## src/include/mri_pkg.sv

```systemverilog
// constants, state types and helper functions for the meter remote interface
// Behaviour
// - source handshake sends multi-byte messages to bus listeners
// - acceptor handshake receives multi-byte messages from the bus
// - talker with serial poll, unaddressed by own listen address, no talk-only
// - listener entered only on own listen address under ATN
// - no listen-only mode; never listens unless addressed
// - SRQ asserted while service is needed until polled; controller finds requester by poll
// - remote/local control obeying go-to-local and local lockout
// - no parallel poll response on the data lines
// - device clear empties both queues and the id reply; addressing and remote state are kept
// - group execute trigger is ignored
// - never a controller: no ATN, IFC or REN drive, no addressing
// - listen and talk addressing needs the configured address; unlisten and other talk addresses unaddress
// - serial bit rate selectable as 1200, 2400, 4800 or 9600 baud
// - serial frame is start, eight data bits, no parity, one stop
// - serial link has no flow control; transmitter never waits
// - serial port uses only receive and transmit data, no modem lines
// - stored link, address and rate; pending edit committed or cancelled
// - identification query answered with maker, model and firmware fields
// - serial link is point to point with no station addressing
// - input and output queues hold 128 bytes; serial input and user writes beyond that are lost
// - bus message ends on line feed, END, or both
// - serial messages end with a line feed
package mri_pkg;
	localparam int CLK_HZ = 50_000_000;
	localparam int CLK_NS = 20;
	localparam int DIV_1200 = CLK_HZ / 1200;
	localparam int DIV_2400 = CLK_HZ / 2400;
	localparam int DIV_4800 = CLK_HZ / 4800;
	localparam int DIV_9600 = CLK_HZ / 9600;
	localparam int SETTLE_NS = 2000;
	localparam int SETTLE_CYC = (SETTLE_NS + CLK_NS - 1) / CLK_NS;
	localparam int QDEPTH = 128;
	localparam logic [1:0] BAUD_1200 = 2'h0;
	localparam logic [1:0] BAUD_2400 = 2'h1;
	localparam logic [1:0] BAUD_4800 = 2'h2;
	localparam logic [1:0] BAUD_9600 = 2'h3;
	localparam logic LINK_BUS = 1'h0;
	localparam logic LINK_SER = 1'h1;
	localparam logic RST_LINK = 1'h0;
	localparam logic [4:0] RST_ADDR = 5'h08;
	localparam logic [1:0] RST_BAUD = 2'h3;
	localparam logic [7:0] CMD_GTL = 8'h01;
	localparam logic [7:0] CMD_SDC = 8'h04;
	localparam logic [7:0] CMD_GET = 8'h08;
	localparam logic [7:0] CMD_LLO = 8'h11;
	localparam logic [7:0] CMD_DCL = 8'h14;
	localparam logic [7:0] CMD_SPE = 8'h18;
	localparam logic [7:0] CMD_SPD = 8'h19;
	localparam logic [7:0] CMD_UNL = 8'h3f;
	localparam logic [7:0] CMD_UNT = 8'h5f;
	localparam logic [1:0] GRP_LISTEN = 2'h1;
	localparam logic [1:0] GRP_TALK = 2'h2;
	localparam logic [7:0] CH_LF = 8'h0a;
	// identification reply; text is arbitrary
	localparam int ID_LEN = 15;
	localparam logic [8*ID_LEN-1:0] ID_STR = "ACME,MTR-1,V0.0";
	localparam int QRY_LEN = 5;
	localparam logic [8*QRY_LEN-1:0] QRY_STR = "*IDN?";
	typedef enum logic [2:0] {
		AH_IDLE = 3'h0, AH_NRDY = 3'h1, AH_RDY = 3'h2, AH_ACPT = 3'h3, AH_WAIT = 3'h4
	} mri_ah_type;
	typedef enum logic [1:0] {
		SH_IDLE = 2'h0, SH_SETL = 2'h1, SH_XFER = 2'h2, SH_WAIT = 2'h3
	} mri_sh_type;
	// fold lower-case letters to upper case
	function automatic logic [7:0] upcase(input logic [7:0] b);
		return (b >= 8'h61 && b <= 8'h7a) ? b - 8'h20 : b;
	endfunction
	function automatic logic [7:0] id_char(input logic [3:0] i);
		return ID_STR[8*(ID_LEN-1-int'(i)) +: 8];
	endfunction
	function automatic logic [7:0] qry_char(input logic [2:0] i);
		return QRY_STR[8*(QRY_LEN-1-int'(i)) +: 8];
	endfunction
endpackage

```

## src/rtl/mri_top.sv

```systemverilog
// remote interface of the meter: instrument bus port, serial port and queues
module mri_top #(
	parameter int unsigned DIV_1200 = mri_pkg::DIV_1200,
	parameter int unsigned DIV_2400 = mri_pkg::DIV_2400,
	parameter int unsigned DIV_4800 = mri_pkg::DIV_4800,
	parameter int unsigned DIV_9600 = mri_pkg::DIV_9600
) (
	input wire logic SYS_CLK,
	input wire logic RST,
	input wire logic CFG_EDIT,
	input wire logic CFG_LINK_IN,
	input wire logic [4:0] CFG_ADDR_IN,
	input wire logic [1:0] CFG_BAUD_IN,
	input wire logic CFG_CONFIRM,
	input wire logic CFG_CANCEL,
	output logic ACT_LINK,
	output logic [4:0] ACT_ADDR,
	output logic [1:0] ACT_BAUD,
	input wire logic [7:0] DIO_N_IN,
	output logic [7:0] DIO_N_OUT,
	output logic DIO_OE,
	input wire logic DAV_N_IN,
	output logic DAV_N_OUT,
	output logic DAV_OE,
	input wire logic NRFD_N_IN,
	output logic NRFD_N_OUT,
	output logic NRFD_OE,
	input wire logic NDAC_N_IN,
	output logic NDAC_N_OUT,
	output logic NDAC_OE,
	input wire logic EOI_N_IN,
	output logic EOI_N_OUT,
	output logic EOI_OE,
	output logic SRQ_N_OUT,
	output logic SRQ_OE,
	input wire logic ATN_N_IN,
	input wire logic IFC_N_IN,
	input wire logic REN_N_IN,
	input wire logic RXD,
	output logic TXD,
	input wire logic IN_RD,
	output logic [7:0] IN_DATA,
	output logic IN_VALID,
	output logic MSG_END,
	input wire logic OUT_WR,
	input wire logic [7:0] OUT_DATA,
	output logic OUT_FULL,
	input wire logic SVC_REQ,
	input wire logic [7:0] STB_IN,
	input wire logic LOCAL_KEY,
	output logic REMOTE,
	output logic LOCKOUT,
	output logic LISTEN,
	output logic TALK,
	output logic DEV_CLEAR
);
	mri_pkg::mri_ah_type ah_r, ah_nxt;
	mri_pkg::mri_sh_type sh_r, sh_nxt;
	logic pend_link_r, act_link_r;
	logic [4:0] pend_addr_r, act_addr_r;
	logic [1:0] pend_baud_r, act_baud_r;
	logic [7:0] rx_byte_r, dio_r, cmd, in_byte, oq_in, oq_head, idg_byte, iq_fwd, oq_byte;
	logic rx_atn_r, rx_eoi_r, eoi_r, sp_byte_r, sp_sent_r, rqs_r, polled_r, polled_nxt;
	logic listen_r, talk_r, spoll_r, remote_r, lockout_r, low_r;
	logic [6:0] settle_r;
	logic bus_on, atn, dav, nrfd_in, ndac_in, acc_act, sh_ok, sh_done, own;
	logic cmd_v, is_mla, is_unl, is_tag, is_mta, is_ota, is_get;
	logic dc_acc, gtl_acc, bus_data, in_stb, term, id_go;
	logic [2:0] idm_r, idm_adv;
	logic [3:0] idg_r;
	logic idg_busy_r, idg_wr;
	logic [7:0] iq_mem [mri_pkg::QDEPTH];
	logic [7:0] oq_mem [mri_pkg::QDEPTH];
	logic [6:0] iq_wr_r, iq_rd_r, iq_rd_nxt, oq_wr_r, oq_rd_r;
	logic [7:0] iq_cnt_r, iq_cnt_nxt, oq_cnt_r, oq_cnt_nxt;
	logic iq_wen, iq_pop, oq_wen, oq_pop, utx_go, utx_busy, urx_stb;
	logic [7:0] urx_byte;
	logic [15:0] baud_div;

	// bus lines are active low; the serial link selection turns the bus off
	assign bus_on = act_link_r == mri_pkg::LINK_BUS;
	assign atn = !ATN_N_IN;
	assign dav = !DAV_N_IN;
	assign nrfd_in = !NRFD_N_IN;
	assign ndac_in = !NDAC_N_IN;

	// stored setup: edits go to the pending copy until confirmed or cancelled
	always_ff @(posedge SYS_CLK)
	begin
		if (RST)
		begin
			pend_link_r <= mri_pkg::RST_LINK;
			pend_addr_r <= mri_pkg::RST_ADDR;
			pend_baud_r <= mri_pkg::RST_BAUD;
			act_link_r <= mri_pkg::RST_LINK;
			act_addr_r <= mri_pkg::RST_ADDR;
			act_baud_r <= mri_pkg::RST_BAUD;
		end
		else if (CFG_CONFIRM)
		begin
			act_link_r <= pend_link_r;
			act_addr_r <= pend_addr_r;
			act_baud_r <= pend_baud_r;
		end
		else if (CFG_CANCEL)
		begin
			pend_link_r <= act_link_r;
			pend_addr_r <= act_addr_r;
			pend_baud_r <= act_baud_r;
		end
		else if (CFG_EDIT)
		begin
			pend_link_r <= CFG_LINK_IN;
			pend_addr_r <= CFG_ADDR_IN;
			pend_baud_r <= CFG_BAUD_IN;
		end
	end
	assign ACT_LINK = act_link_r;
	assign ACT_ADDR = act_addr_r;
	assign ACT_BAUD = act_baud_r;

	// acceptor handshake: accept under ATN always, data only while addressed
	assign acc_act = bus_on && (atn || listen_r);
	always_comb
	begin
		ah_nxt = ah_r;
		case (ah_r)
			mri_pkg::AH_IDLE: ah_nxt = mri_pkg::AH_NRDY;
			mri_pkg::AH_NRDY: if (atn || iq_cnt_r != 8'(mri_pkg::QDEPTH)) ah_nxt = mri_pkg::AH_RDY;
			mri_pkg::AH_RDY: if (dav) ah_nxt = mri_pkg::AH_ACPT;
			mri_pkg::AH_ACPT: ah_nxt = mri_pkg::AH_WAIT;
			mri_pkg::AH_WAIT: if (!dav) ah_nxt = mri_pkg::AH_NRDY;
			default: ah_nxt = mri_pkg::AH_IDLE;
		endcase
		if (!acc_act)
			ah_nxt = mri_pkg::AH_IDLE;
	end

	always_ff @(posedge SYS_CLK)
	begin
		if (RST)
		begin
			ah_r <= mri_pkg::AH_IDLE;
			NRFD_OE <= 1'b0;
			NDAC_OE <= 1'b0;
			rx_byte_r <= 8'h0;
			rx_atn_r <= 1'b0;
			rx_eoi_r <= 1'b0;
		end
		else
		begin
			ah_r <= ah_nxt;
			NRFD_OE <= ah_nxt inside {mri_pkg::AH_NRDY, mri_pkg::AH_ACPT, mri_pkg::AH_WAIT};
			NDAC_OE <= ah_nxt inside {mri_pkg::AH_NRDY, mri_pkg::AH_RDY, mri_pkg::AH_ACPT};
			if (ah_r == mri_pkg::AH_RDY && dav)
			begin
				rx_byte_r <= ~DIO_N_IN;
				rx_atn_r <= atn;
				rx_eoi_r <= !EOI_N_IN;
			end
		end
	end

	// interface command decode for a byte accepted under ATN; trigger falls through
	assign cmd_v = ah_r == mri_pkg::AH_ACPT && rx_atn_r;
	assign cmd = {1'b0, rx_byte_r[6:0]};
	assign own = cmd[4:0] == act_addr_r;
	assign is_unl = cmd_v && cmd == mri_pkg::CMD_UNL;
	assign is_mla = cmd_v && cmd[6:5] == mri_pkg::GRP_LISTEN && own && !is_unl;
	assign is_tag = cmd_v && cmd[6:5] == mri_pkg::GRP_TALK;
	assign is_mta = is_tag && own && cmd != mri_pkg::CMD_UNT;
	assign is_ota = is_tag && !is_mta;
	assign is_get = cmd_v && cmd == mri_pkg::CMD_GET;
	assign gtl_acc = cmd_v && cmd == mri_pkg::CMD_GTL && listen_r;
	assign dc_acc = cmd_v && (cmd == mri_pkg::CMD_DCL || (cmd == mri_pkg::CMD_SDC && listen_r));

	// addressing state; IFC or leaving the bus unaddresses everything
	always_ff @(posedge SYS_CLK)
	begin
		if (RST || !IFC_N_IN || !bus_on)
		begin
			listen_r <= 1'b0;
			talk_r <= 1'b0;
			spoll_r <= 1'b0;
		end
		else
		begin
			if (is_mla)
				listen_r <= 1'b1;
			else if (is_unl)
				listen_r <= 1'b0;
			if (is_mta)
				talk_r <= 1'b1;
			else if (is_ota || is_mla)
				talk_r <= 1'b0;
			if (cmd_v && cmd == mri_pkg::CMD_SPE)
				spoll_r <= 1'b1;
			else if (cmd_v && cmd == mri_pkg::CMD_SPD)
				spoll_r <= 1'b0;
		end
	end

	// remote/local: REN false drops both; front-panel local blocked by lockout
	always_ff @(posedge SYS_CLK)
	begin
		if (RST || REN_N_IN || !bus_on)
		begin
			remote_r <= 1'b0;
			lockout_r <= 1'b0;
		end
		else
		begin
			if (cmd_v && cmd == mri_pkg::CMD_LLO)
				lockout_r <= 1'b1;
			if (is_mla)
				remote_r <= 1'b1;
			else if (gtl_acc || (LOCAL_KEY && !lockout_r))
				remote_r <= 1'b0;
		end
	end

	// source handshake: serial poll byte or queued data; ATN aborts at once
	assign sh_ok = talk_r && !atn && bus_on;
	assign sh_done = sh_r == mri_pkg::SH_XFER && !ndac_in;
	always_comb
	begin
		sh_nxt = sh_r;
		case (sh_r)
			mri_pkg::SH_IDLE: if (spoll_r ? !sp_sent_r : oq_cnt_r != 8'h0) sh_nxt = mri_pkg::SH_SETL;
			mri_pkg::SH_SETL: if (settle_r == 7'h0 && !nrfd_in) sh_nxt = mri_pkg::SH_XFER;
			mri_pkg::SH_XFER: if (!ndac_in) sh_nxt = mri_pkg::SH_WAIT;
			default: sh_nxt = mri_pkg::SH_IDLE;
		endcase
		if (!sh_ok)
			sh_nxt = mri_pkg::SH_IDLE;
	end

	always_ff @(posedge SYS_CLK)
	begin
		if (RST)
		begin
			sh_r <= mri_pkg::SH_IDLE;
			settle_r <= 7'h0;
			dio_r <= 8'h0;
			eoi_r <= 1'b0;
			sp_byte_r <= 1'b0;
		end
		else
		begin
			sh_r <= sh_nxt;
			if (sh_r == mri_pkg::SH_IDLE)
			begin
				settle_r <= 7'(mri_pkg::SETTLE_CYC - 1);
				sp_byte_r <= spoll_r;
				dio_r <= spoll_r ? {STB_IN[7], rqs_r, STB_IN[5:0]} : oq_head;
				eoi_r <= !spoll_r && oq_head == mri_pkg::CH_LF;
			end
			else if (settle_r != 7'h0)
				settle_r <= settle_r - 7'h1;
		end
	end

	// bus drive flops; EOI only with data, never under ATN, so no poll reply
	always_ff @(posedge SYS_CLK)
	begin
		if (RST)
		begin
			DIO_N_OUT <= 8'hff;
			DIO_OE <= 1'b0;
			DAV_OE <= 1'b0;
			EOI_OE <= 1'b0;
			low_r <= 1'b0;
		end
		else
		begin
			DIO_N_OUT <= ~dio_r;
			DIO_OE <= sh_nxt != mri_pkg::SH_IDLE && sh_r != mri_pkg::SH_IDLE;
			DAV_OE <= sh_nxt == mri_pkg::SH_XFER;
			EOI_OE <= eoi_r && sh_nxt inside {mri_pkg::SH_SETL, mri_pkg::SH_XFER};
			low_r <= 1'b0;
		end
	end
	assign DAV_N_OUT = low_r;
	assign NRFD_N_OUT = low_r;
	assign NDAC_N_OUT = low_r;
	assign EOI_N_OUT = low_r;
	assign SRQ_N_OUT = low_r;

	// service request held off after a poll until the request drops
	assign polled_nxt = SVC_REQ && (polled_r || (sh_done && sp_byte_r && rqs_r));
	always_ff @(posedge SYS_CLK)
	begin
		if (RST)
		begin
			polled_r <= 1'b0;
			rqs_r <= 1'b0;
			SRQ_OE <= 1'b0;
			sp_sent_r <= 1'b0;
		end
		else
		begin
			polled_r <= polled_nxt;
			rqs_r <= SVC_REQ && !polled_nxt && bus_on;
			SRQ_OE <= SVC_REQ && !polled_nxt && bus_on;
			if (dc_acc || (cmd_v && (cmd == mri_pkg::CMD_SPE || cmd == mri_pkg::CMD_SPD)))
				sp_sent_r <= 1'b0;
			else if (sh_done && sp_byte_r)
				sp_sent_r <= 1'b1;
		end
	end

	// incoming byte stream from whichever link is active
	assign bus_data = ah_r == mri_pkg::AH_ACPT && !rx_atn_r && listen_r;
	assign in_stb = bus_data || (!bus_on && urx_stb);
	assign in_byte = bus_on ? rx_byte_r : urx_byte;
	assign term = in_stb && (in_byte == mri_pkg::CH_LF || (bus_on && rx_eoi_r));

	// identification query match; reply queued when its terminator arrives
	assign idm_adv = (idm_r < 3'(mri_pkg::QRY_LEN)
		&& mri_pkg::upcase(in_byte) == mri_pkg::qry_char(idm_r)) ? idm_r + 3'h1 : 3'h0;
	assign id_go = term && ((in_byte == mri_pkg::CH_LF && idm_r == 3'(mri_pkg::QRY_LEN))
		|| idm_adv == 3'(mri_pkg::QRY_LEN));
	assign idg_byte = idg_r == 4'(mri_pkg::ID_LEN) ? mri_pkg::CH_LF : mri_pkg::id_char(idg_r);
	assign idg_wr = idg_busy_r && !OUT_WR && oq_cnt_r != 8'(mri_pkg::QDEPTH);
	always_ff @(posedge SYS_CLK)
	begin
		if (RST || dc_acc)
		begin
			idm_r <= 3'h0;
			idg_r <= 4'h0;
			idg_busy_r <= 1'b0;
		end
		else
		begin
			if (in_stb)
				idm_r <= term ? 3'h0 : idm_adv;
			if (id_go && !idg_busy_r)
				idg_busy_r <= 1'b1;
			else if (idg_wr)
			begin
				idg_busy_r <= idg_r != 4'(mri_pkg::ID_LEN);
				idg_r <= idg_r == 4'(mri_pkg::ID_LEN) ? 4'h0 : idg_r + 4'h1;
			end
		end
	end

	// input queue: a byte arriving while full is dropped
	assign iq_wen = in_stb && iq_cnt_r != 8'(mri_pkg::QDEPTH);
	assign iq_pop = IN_RD && iq_cnt_r != 8'h0;
	assign iq_rd_nxt = iq_rd_r + {6'h0, iq_pop};
	assign iq_cnt_nxt = dc_acc ? 8'h0 : iq_cnt_r + {7'h0, iq_wen} - {7'h0, iq_pop};
	assign iq_fwd = (iq_wen && iq_wr_r == iq_rd_nxt) ? in_byte : iq_mem[iq_rd_nxt];
	always_ff @(posedge SYS_CLK)
	begin
		if (iq_wen)
			iq_mem[iq_wr_r] <= in_byte;
	end

	always_ff @(posedge SYS_CLK)
	begin
		if (RST || dc_acc)
		begin
			iq_wr_r <= 7'h0;
			iq_rd_r <= 7'h0;
			iq_cnt_r <= 8'h0;
			IN_DATA <= 8'h0;
			IN_VALID <= 1'b0;
		end
		else
		begin
			iq_wr_r <= iq_wr_r + {6'h0, iq_wen};
			iq_rd_r <= iq_rd_nxt;
			iq_cnt_r <= iq_cnt_nxt;
			IN_DATA <= iq_fwd;
			IN_VALID <= iq_cnt_nxt != 8'h0;
		end
	end

	// output queue: user writes win over the id reply; user excess is dropped
	assign oq_wen = (OUT_WR || idg_wr) && oq_cnt_r != 8'(mri_pkg::QDEPTH);
	assign oq_in = OUT_WR ? OUT_DATA : idg_byte;
	assign oq_head = oq_mem[oq_rd_r];
	assign utx_go = !bus_on && !utx_busy && oq_cnt_r != 8'h0;
	assign oq_byte = oq_head;
	assign oq_pop = (sh_done && !sp_byte_r) || utx_go;
	assign oq_cnt_nxt = dc_acc ? 8'h0 : oq_cnt_r + {7'h0, oq_wen} - {7'h0, oq_pop};
	always_ff @(posedge SYS_CLK)
	begin
		if (oq_wen)
			oq_mem[oq_wr_r] <= oq_in;
	end

	always_ff @(posedge SYS_CLK)
	begin
		if (RST || dc_acc)
		begin
			oq_wr_r <= 7'h0;
			oq_rd_r <= 7'h0;
			oq_cnt_r <= 8'h0;
			OUT_FULL <= 1'b0;
		end
		else
		begin
			oq_wr_r <= oq_wr_r + {6'h0, oq_wen};
			oq_rd_r <= oq_rd_r + {6'h0, oq_pop};
			oq_cnt_r <= oq_cnt_nxt;
			OUT_FULL <= oq_cnt_nxt == 8'(mri_pkg::QDEPTH);
		end
	end

	// status pulses toward the rest of the meter
	always_ff @(posedge SYS_CLK)
	begin
		if (RST)
		begin
			MSG_END <= 1'b0;
			DEV_CLEAR <= 1'b0;
		end
		else
		begin
			MSG_END <= term;
			DEV_CLEAR <= dc_acc;
		end
	end
	assign REMOTE = remote_r;
	assign LOCKOUT = lockout_r;
	assign LISTEN = listen_r;
	assign TALK = talk_r;

	// serial port: only data in and data out, rate from the stored setting
	assign baud_div = act_baud_r == mri_pkg::BAUD_1200 ? 16'(DIV_1200)
		: act_baud_r == mri_pkg::BAUD_2400 ? 16'(DIV_2400)
		: act_baud_r == mri_pkg::BAUD_4800 ? 16'(DIV_4800) : 16'(DIV_9600);
	mri_uart u_uart (
		.clk(SYS_CLK),
		.rst(RST || bus_on),
		.div(baud_div),
		.rxd(RXD),
		.tx_go(utx_go),
		.tx_byte(oq_byte),
		.txd(TXD),
		.tx_busy(utx_busy),
		.rx_stb(urx_stb),
		.rx_byte(urx_byte)
	);

	// checks
	property p_listen;
		@(posedge SYS_CLK) disable iff (RST) $rose(LISTEN) |-> $past(is_mla);
	endproperty
	a_listen: assert property (p_listen) else $error("listener without own address");
	property p_noser;
		@(posedge SYS_CLK) disable iff (RST) !bus_on |=> !LISTEN && !NRFD_OE && !NDAC_OE;
	endproperty
	a_noser: assert property (p_noser) else $error("bus acceptor active on serial link");
	property p_unt;
		@(posedge SYS_CLK) disable iff (RST) is_mla |=> !TALK;
	endproperty
	a_unt: assert property (p_unt) else $error("talker kept after own listen address");
	property p_other;
		@(posedge SYS_CLK) disable iff (RST)
			cmd_v && cmd[6:5] == mri_pkg::GRP_LISTEN && !own && !LISTEN |=> !LISTEN;
	endproperty
	a_other: assert property (p_other) else $error("listened to a foreign address");
	property p_gtl;
		@(posedge SYS_CLK) disable iff (RST) gtl_acc |=> !REMOTE;
	endproperty
	a_gtl: assert property (p_gtl) else $error("go to local ignored");
	property p_dcl;
		@(posedge SYS_CLK) disable iff (RST) dc_acc |=> DEV_CLEAR && !IN_VALID && !OUT_FULL;
	endproperty
	a_dcl: assert property (p_dcl) else $error("device clear left state");
	property p_get;
		@(posedge SYS_CLK) disable iff (RST)
			is_get && REN_N_IN == $past(REN_N_IN) && IFC_N_IN && !LOCAL_KEY
			|=> $stable(REMOTE) && $stable(LISTEN) && $stable(TALK) && !DEV_CLEAR;
	endproperty
	a_get: assert property (p_get) else $error("trigger changed state");
	property p_pp;
		@(posedge SYS_CLK) disable iff (RST) atn |=> !EOI_OE && !DIO_OE;
	endproperty
	a_pp: assert property (p_pp) else $error("data lines driven under ATN");
	property p_dav;
		@(posedge SYS_CLK) disable iff (RST) $rose(DAV_OE) |-> !$past(nrfd_in) && DIO_OE;
	endproperty
	a_dav: assert property (p_dav) else $error("DAV before ready or data");
	property p_srq;
		@(posedge SYS_CLK) disable iff (RST)
			SVC_REQ && bus_on && !polled_r && !sh_done |=> SRQ_OE;
	endproperty
	a_srq: assert property (p_srq) else $error("service request not signalled");
endmodule

```

## src/rtl/mri_uart.sv

```systemverilog
// serial transmitter and receiver, 8 data bits, no parity, one stop bit
module mri_uart (
	input wire logic clk,
	input wire logic rst,
	input wire logic [15:0] div,
	input wire logic rxd,
	input wire logic tx_go,
	input wire logic [7:0] tx_byte,
	output logic txd,
	output logic tx_busy,
	output logic rx_stb,
	output logic [7:0] rx_byte
);
	logic [15:0] tx_cnt_r, rx_cnt_r;
	logic [3:0] tx_left_r, rx_left_r;
	logic [8:0] tx_sh_r;
	logic rx_busy_r;

	// transmitter: start bit, data lsb first, stop bit; starts on request alone
	always_ff @(posedge clk)
	begin
		if (rst)
		begin
			txd <= 1'b1;
			tx_busy <= 1'b0;
			tx_cnt_r <= 16'h0;
			tx_left_r <= 4'h0;
			tx_sh_r <= 9'h1ff;
		end
		else if (!tx_busy && tx_go)
		begin
			txd <= 1'b0;
			tx_busy <= 1'b1;
			tx_sh_r <= {1'b1, tx_byte};
			tx_left_r <= 4'h9;
			tx_cnt_r <= div - 16'h1;
		end
		else if (tx_busy && tx_cnt_r != 16'h0)
			tx_cnt_r <= tx_cnt_r - 16'h1;
		else if (tx_busy && tx_left_r != 4'h0)
		begin
			txd <= tx_sh_r[0];
			tx_sh_r <= {1'b1, tx_sh_r[8:1]};
			tx_left_r <= tx_left_r - 4'h1;
			tx_cnt_r <= div - 16'h1;
		end
		else
			tx_busy <= 1'b0;
	end

	// receiver: checks start at mid bit, samples data, takes byte on valid stop
	always_ff @(posedge clk)
	begin
		if (rst)
		begin
			rx_busy_r <= 1'b0;
			rx_cnt_r <= 16'h0;
			rx_left_r <= 4'h0;
			rx_stb <= 1'b0;
			rx_byte <= 8'h0;
		end
		else
		begin
			rx_stb <= 1'b0;
			if (!rx_busy_r)
			begin
				if (!rxd)
				begin
					rx_busy_r <= 1'b1;
					rx_cnt_r <= {1'b0, div[15:1]};
					rx_left_r <= 4'h9;
				end
			end
			else if (rx_cnt_r != 16'h0)
				rx_cnt_r <= rx_cnt_r - 16'h1;
			else if (rx_left_r == 4'h9 && rxd)
				rx_busy_r <= 1'b0; // glitch, not a start bit
			else if (rx_left_r != 4'h0)
			begin
				if (rx_left_r != 4'h9)
					rx_byte <= {rxd, rx_byte[7:1]};
				rx_left_r <= rx_left_r - 4'h1;
				rx_cnt_r <= div - 16'h1;
			end
			else
			begin
				rx_stb <= rxd;
				rx_busy_r <= 1'b0;
			end
		end
	end
endmodule
```

## config.mk

```make
export PLATFORM = sky130hd
export DESIGN_NAME = mri_top
export DESIGN_NICKNAME = d
export VERILOG_FILES = /design/src/include/mri_pkg.sv /design/src/rtl/mri_top.sv /design/src/rtl/mri_uart.sv
export SDC_FILE = /design/constraint.sdc
export NUM_CORES = 2
export LEC_CHECK = 0
export BUFFER_PORTS_ARGS = -buffer_cell sky130_fd_sc_hd__buf_2
export CORE_MARGIN = 2
export CORE_UTILIZATION = 35
export CTS_BUF_LIST = sky130_fd_sc_hd__clkbuf_16
export DETAILED_ROUTE_END_ITERATION = 8
export SKIP_LAST_GASP = 1
export SYNTH_ARGS = -nofsm -noshare
export SYNTH_HDL_FRONTEND = slang
export SYNTH_HIERARCHICAL = 1
export SYNTH_SLANG_ARGS = --single-unit
```

## constraint.sdc

```tcl
create_clock -name SYS_CLK -period 23.5 [get_ports SYS_CLK]
set_input_delay 4.7 -clock SYS_CLK [delete_from_list [all_inputs] [get_ports SYS_CLK]]
set_output_delay 4.7 -clock SYS_CLK [all_outputs]
set_load 0.02 [all_outputs]
```

# After elaboration in Yosys (flattened, before gate mapping)
# Memory sizes are Yosys's and may differ from the RTL's. A register that Yosys moved wholly into a read port is not among the register bits.
# Cells that the tools add are included.
[totals]
reg_bits = 185
ram_bits = 2048
input_bits = 49
output_inout_bits = 44
mem_count = 2
[memory_table]
columns = ["memory", "depth", "width", "rd", "rd_clocked_by_memory_dff", "write_ports", "line", "text"]
rows = [
  ["iq_mem", 128, 8, 1, 1, 1, "mri_top.sv:72", "logic [7:0] iq_mem [mri_pkg::QDEPTH];"],
  ["oq_mem", 128, 8, 1, 1, 1, "mri_top.sv:73", "logic [7:0] oq_mem [mri_pkg::QDEPTH];"],
]
[op_classes]
n_addsub = 19
n_lt_le_gt_ge = 3
n_eq_ne = 45
n_shift = 2
muxes = 77
n_bitwise = 9
n_reduce_logical = 126
[ops]
columns = ["cell", "count"]
rows = [
  ["$mux W16", 9],
  ["$shiftx A120 B8 Y8 const A", 1],
  ["$mux W8", 10],
  ["$logic_and A1 B1 Y1", 54],
  ["$sub A16 B1 Y16 const B", 3],
  ["$shiftx A40 B7 Y8 const A", 1],
  ["$mux W4", 9],
  ["$reduce_bool A16 Y1", 2],
  ["$add A7 B1 Y7", 4],
  ["$eq A7 B5 Y1 const B", 4],
  ["$mux W1", 28],
  ["$reduce_bool A8 Y1", 3],
  ["$reduce_bool A2 Y1", 11],
  ["$mux W7", 3],
  ["$logic_or A1 B1 Y1", 19],
  ["$mux W3", 6],
  ["$add A8 B1 Y8", 2],
  ["$eq A8 B4 Y1 const B", 2],
  ["$ne A8 B8 Y1 const B", 2],
  ["$not A8 Y8", 2],
  ["$sub A8 B1 Y8", 2],
  ["$logic_not A1 Y1", 15],
  ["$mux W15", 1],
  ["$pmux W3 S5", 1],
  ["other kinds (44)", 87],
]

# Depth between registers and ports, before layout
[depth]
ltp_word = 13
ltp_mapped = 19

# By module
# The synthesis kept the hierarchy.
[modules_own_cells]
columns = ["module", "instances", "cells_each", "area_each_um2"]
rows = [
  ["mri_top", 1, 4395, 86589.3],
  ["mri_uart", 1, 466, 3643.5],
]

# Worst setup path before layout
# No wires, ideal clock.
[synth_path]
kind = "input-to-reg"
from = "input port OUT_WR"
to = "memory oq_mem[0][4] (data pin)"
setup_time_ps = 1197
arrival_time_ps = 10068
required_ps = 22303
slack_ps = 12235
cell_stages = 3
cell_sequence = "clkbuf_1 > clkbuf_1 > o21ai_0"
[synth_via]
elab_chain_len = 1
[synth_rtl]
columns = ["element", "line", "text"]
rows = [
  ["start, declared", "mri_top.sv:45", "input wire logic OUT_WR,"],
  ["$mux W8", "mri_top.sv:381", "assign oq_in = OUT_WR ? OUT_DATA : idg_byte;"],
  ["via oq_in[4]", "mri_top.sv:62", "logic [7:0] rx_byte_r, dio_r, cmd, in_byte, oq_in, oq_head, idg_byte, iq_fwd, oq_byte;"],
  ["end, declared", "mri_top.sv:73", ""],
]
# The timed path passes the listed nets, and every way through them passes these cells.

# Worst setup path in the final report
[layout_path]
from = "input port IN_RD"
to = "register IN_DATA[3], read port of iq_mem"
[layout_via]
elab_chain_len = 2
[layout_rtl]
columns = ["element", "line", "text"]
rows = [
  ["start, declared", "mri_top.sv:41", "input wire logic IN_RD,"],
  ["$logic_and A1 B1 Y1", "mri_top.sv:349", "assign iq_pop = IN_RD && iq_cnt_r != 8'h0;"],
  ["$add A7 B1 Y7", "mri_top.sv:350", "assign iq_rd_nxt = iq_rd_r + {6'h0, iq_pop};"],
  ["via iq_rd_nxt[0]", "mri_top.sv:74", "logic [6:0] iq_wr_r, iq_rd_r, iq_rd_nxt, oq_wr_r, oq_rd_r;"],
  ["end, declared", "mri_top.sv:42", "output logic [7:0] IN_DATA,"],
]
# The timed path passes the listed nets, and every way through them passes these cells.
# A chain may end at the register's enable or synchronous reset.

==> results.md <==
* Outcome: completed
* CP delay by family, top: compound AO/OA/AOI/OAI gates
* Cell Count, Final, Fillers Out at ~8600
* Final cycle utilization of the critical path at about two fifths
* Fin crit period at roughly 9 ns
* Fin area at roughly 100000 sq um
* Mean area per synthesized cell at roughly 19 sq um
* Gp weighted congestion at 0.8126
* DR vias/cell at roughly 5.4
* Clock latency on the worst-skew pair at around 0.87 ns
* Layout Skew at 0.08630 ns
* Worst Max-Slew Pin Slew at 1.312 ns
* Initial antenna violation count at 7
* Post-cts gate resize count at 0
* Final hold vios at 0
* Critical path's slowest cell: buf_4
* Largest net degree at the start of global routing at 122
* Cell mode on critical path: a211oi_1
* Setup TNS at 0 ns
* Starting Density at 35.15%
* Most frequent cells in the layout: 2048 x edfxtp_1, 536 x mux4_2, 436 x nor2_1
* IO Pins at 93
* Ys async rst share at 0%
* Unique masters post-synth at 98
* Static Leakage at about 32 nW
* RSZ-0062 raised after global routing: no
* # port buffers at 86
* Yosys warnings at 6
* CTS tree: built
* Relative slew slack at between 10% and 20%
* Gr ovfl total at 0
* Drt total wl at roughly 220 mm
* DR vias at 46215
* Commonest non-fill, non-tap cell in the layout: edfxtp_1
* 1st-iter DRT viols at 5081
* Slack of the worst reg-to-reg path at approximately 17 ns
* Worst vdd ir at around 85 uV
* Post-DRT Antenna Nets at 0
* Fmax at 0.1078 GHz
* Max clock buf depth at 3
* Area of the multi-input gates at roughly 23000 sq um
* Cell count after placement at between 8000 and 9000
* Wire per inst at between 20 and 30 microns
* Number of global-route vias before repair at roughly 47000
* Hold depth at 1
* Crit path depth at 12
* Slew Viols, Final at 0
* Chip width at between 500 and 600 microns
* Clock transition at path regs at 0.06 ns
* Post-synth top flop: edfxtp_1
* Synth Register Bits at between 2000 and 2500
* DR pass1 iterations at 5
* Buffer and inverter count on the worst path at 3
* Core Footprint at about 260000 sq um
* P&R area growth vs syn at 12.58%
* Setup crit end: IN_DATA[3]$_SDFF_PP0_
* Max incr delay on CP at approximately 0.74 ns
* Fillers at between 20000 and 25000
* WP data required at roughly 24 ns
* Max-Cap Viols at 0
* Clock Root Buffer: clkbuf_16
* Die area at 261900 sq um
* CTS sink count at 2241
* Mapped Cells at just under 5000
* Core Util, Final at between 30% and 40%
* CP endpoint kind: flip-flop
* Hold Path Class: flip-flop to flip-flop
* Total placed instance area at approximately 94000 sq um
* Mapped cell area at between 90000 and 100000 sq um
* Setup violations, final at 0
* Final HPWL DP at 138.8 mm
* Register area at about 65000 sq um
* FF-to-FF path depth at 14
* Num CTS Buffers at 219
* DRC violations left at 0
* PD cells at between 80 and 90 nW/um^2
* Layout cells sized above 1 at between 20% and 30%
* First-pass GRT wire length at between 300 and 400 mm
* FF-to-FF End: IN_DATA[3]$_SDFF_PP0_
* GRT Total Usage at around 17%
* Die height at roughly 510 microns
* Critical-path maximum fanout at 38
* Sequential share of the synthesized area at between 70% and 80%
* Hold buffer count at CTS at 0
* Setup bufs post-CTS at 0
* Number of flops mapped to enable cells by yosys at a little over 2000
* Hold slack at 0.3786 ns
* Crit path kind: primary input to flip-flop
* RR Startpoint: iq_cnt_r[4]$_SDFF_PP0_
* Critical path, cell by cell: buf_2, a21boi_0, ha_4, buf_4, buf_4, mux4_2, mux4_2, nor2b_1, a211oi_1, a21oi_1, a211oi_1, a211oi_1
* CTS H-tree depth at 4
* Worst EP arrival at 9.98 ns
* Nets at about 5000
* Worst Setup SP: IN_RD
* Startpoint types: primary input
* FP Rows at ~190
logic make-up (layout without fill, tap and decap cells):
group / Yosys count / count (layout) / synth area share [%]
other: 1 / 12 / 0.004156
flip-flops: 2241 / 2241 / 72.44
AO/OA/AOI/OAI: 489 / 489 / 3.788
multiplexers: 696 / 696 / 15.26
adder cells (fa/ha/maj): 60 / 60 / 0.8486
AND/OR/NAND/NOR: 945 / 945 / 4.784
XOR/XNOR: 78 / 78 / 0.7571
buffers and inverters: 351 / 652 / 2.120
worst min path at each step:
stage | start | end | slack [ns]
after global placement | dio_r[0]$_SDFFE_PP0P_ | DIO_N_OUT[0]$_SDFF_PP1_ | 0.36
after CTS | dio_r[0]$_SDFFE_PP0P_ | DIO_N_OUT[0]$_SDFF_PP1_ | 0.38
after global routing | dio_r[0]$_SDFFE_PP0P_ | DIO_N_OUT[0]$_SDFF_PP1_ | 0.39
final | dio_r[0]$_SDFFE_PP0P_ | DIO_N_OUT[0]$_SDFF_PP1_ | 0.38
after detailed placement | dio_r[0]$_SDFFE_PP0P_ | DIO_N_OUT[0]$_SDFF_PP1_ | 0.37
after floorplan | dio_r[0]$_SDFFE_PP0P_ | DIO_N_OUT[0]$_SDFF_PP1_ | 0.35
cell usage after synthesis (51+ instances only):
master / number / area, sq um
edfxtp_1: 2048 / 61500
mux4_2: 536 / 12070
nor2_1: 438 / 1644
dfxtp_1: 193 / 3864
nand2_1: 186 / 698.2
mux2i_1: 143 / 1431
clkbuf_1: 126 / 473.0
a21oi_1: 122 / 610.6
inv_1: 80 / 300.3
a211oi_1: 71 / 533.0
nand3_1: 69 / 345.3
buf_2: 58 / 290.3
ha_1: 58 / 725.7
o21ai_0: 56 / 280.3
nor3_1: 51 / 255.2
layout make-up:
class	count	share of cell area, %
Sequential cell	2241	64.36
Multi-Input combinational cell	2278	22.83
Clock buffer	220	5.419
Tap cell	3384	4.168
Clock inverter	186	1.827
Timing Repair Buffer	164	1.074
Inverter	82	0.3202
Antenna cell	2	0.004927
flip-flops by register name (all words and copies together) (netlist names), 5 cells and up:
register,flops
rx_byte_r,8
u_uart/tx_sh_r,8
iq_cnt_r,8
u_uart/rx_cnt_r,16
iq_wr_r,7
oq_cnt_r,8
DIO_N_OUT,8
oq_mem,1024
settle_r,7
iq_mem,1024
IN_DATA,8
ACT_ADDR,5
u_uart/tx_cnt_r,16
pend_addr_r,5
oq_wr_r,7
u_uart/rx_byte,8
iq_rd_r,7
dio_r,8
oq_rd_r,7
where the power goes:
| group | total, mW | switching, mW | internal, mW | leakage (nW) |
|---|---|---|---|---|
| clock | 3.57 | 1.55 | 2.02 | 3.69 |
| combinational | 1.07 | 0.587 | 0.484 | 7.54 |
| sequential | 4.38 | 0.0207 | 4.36 | 21.2 |
| total | 9.03 | 2.16 | 6.87 | 32.4 |
through the flow:
step                power [mW]  setup slack, ns
finish                   9.025            14.23
floorplan                5.291            12.23
global route             9.324            13.83
global placement         5.557            13.10
CTS                      9.113            14.06
detailed placement       5.562            13.10
routing by layer:
layer,GRT usage [%],routed length [microns]
met5,0,0
met4,4.778,5752
met3,2.705,14320
met2,27.36,108500
met1,23.32,95400
worst reg2reg max path, cell delays in order (launching register included):
cell	delay, ns
dfxtp_1	0.31
inv_1	0.07
ha_1	0.16
nor4bb_1	0.64
a21boi_0	0.41
ha_4	0.75
buf_4	0.76
buf_4	0.76
mux4_2	0.69
mux4_2	0.50
nor2b_1	0.17
a211oi_1	0.60
a21oi_1	0.10
a211oi_1	0.41
a211oi_1	0.09
No activity file was read; power rests on OpenSTA's default activity.
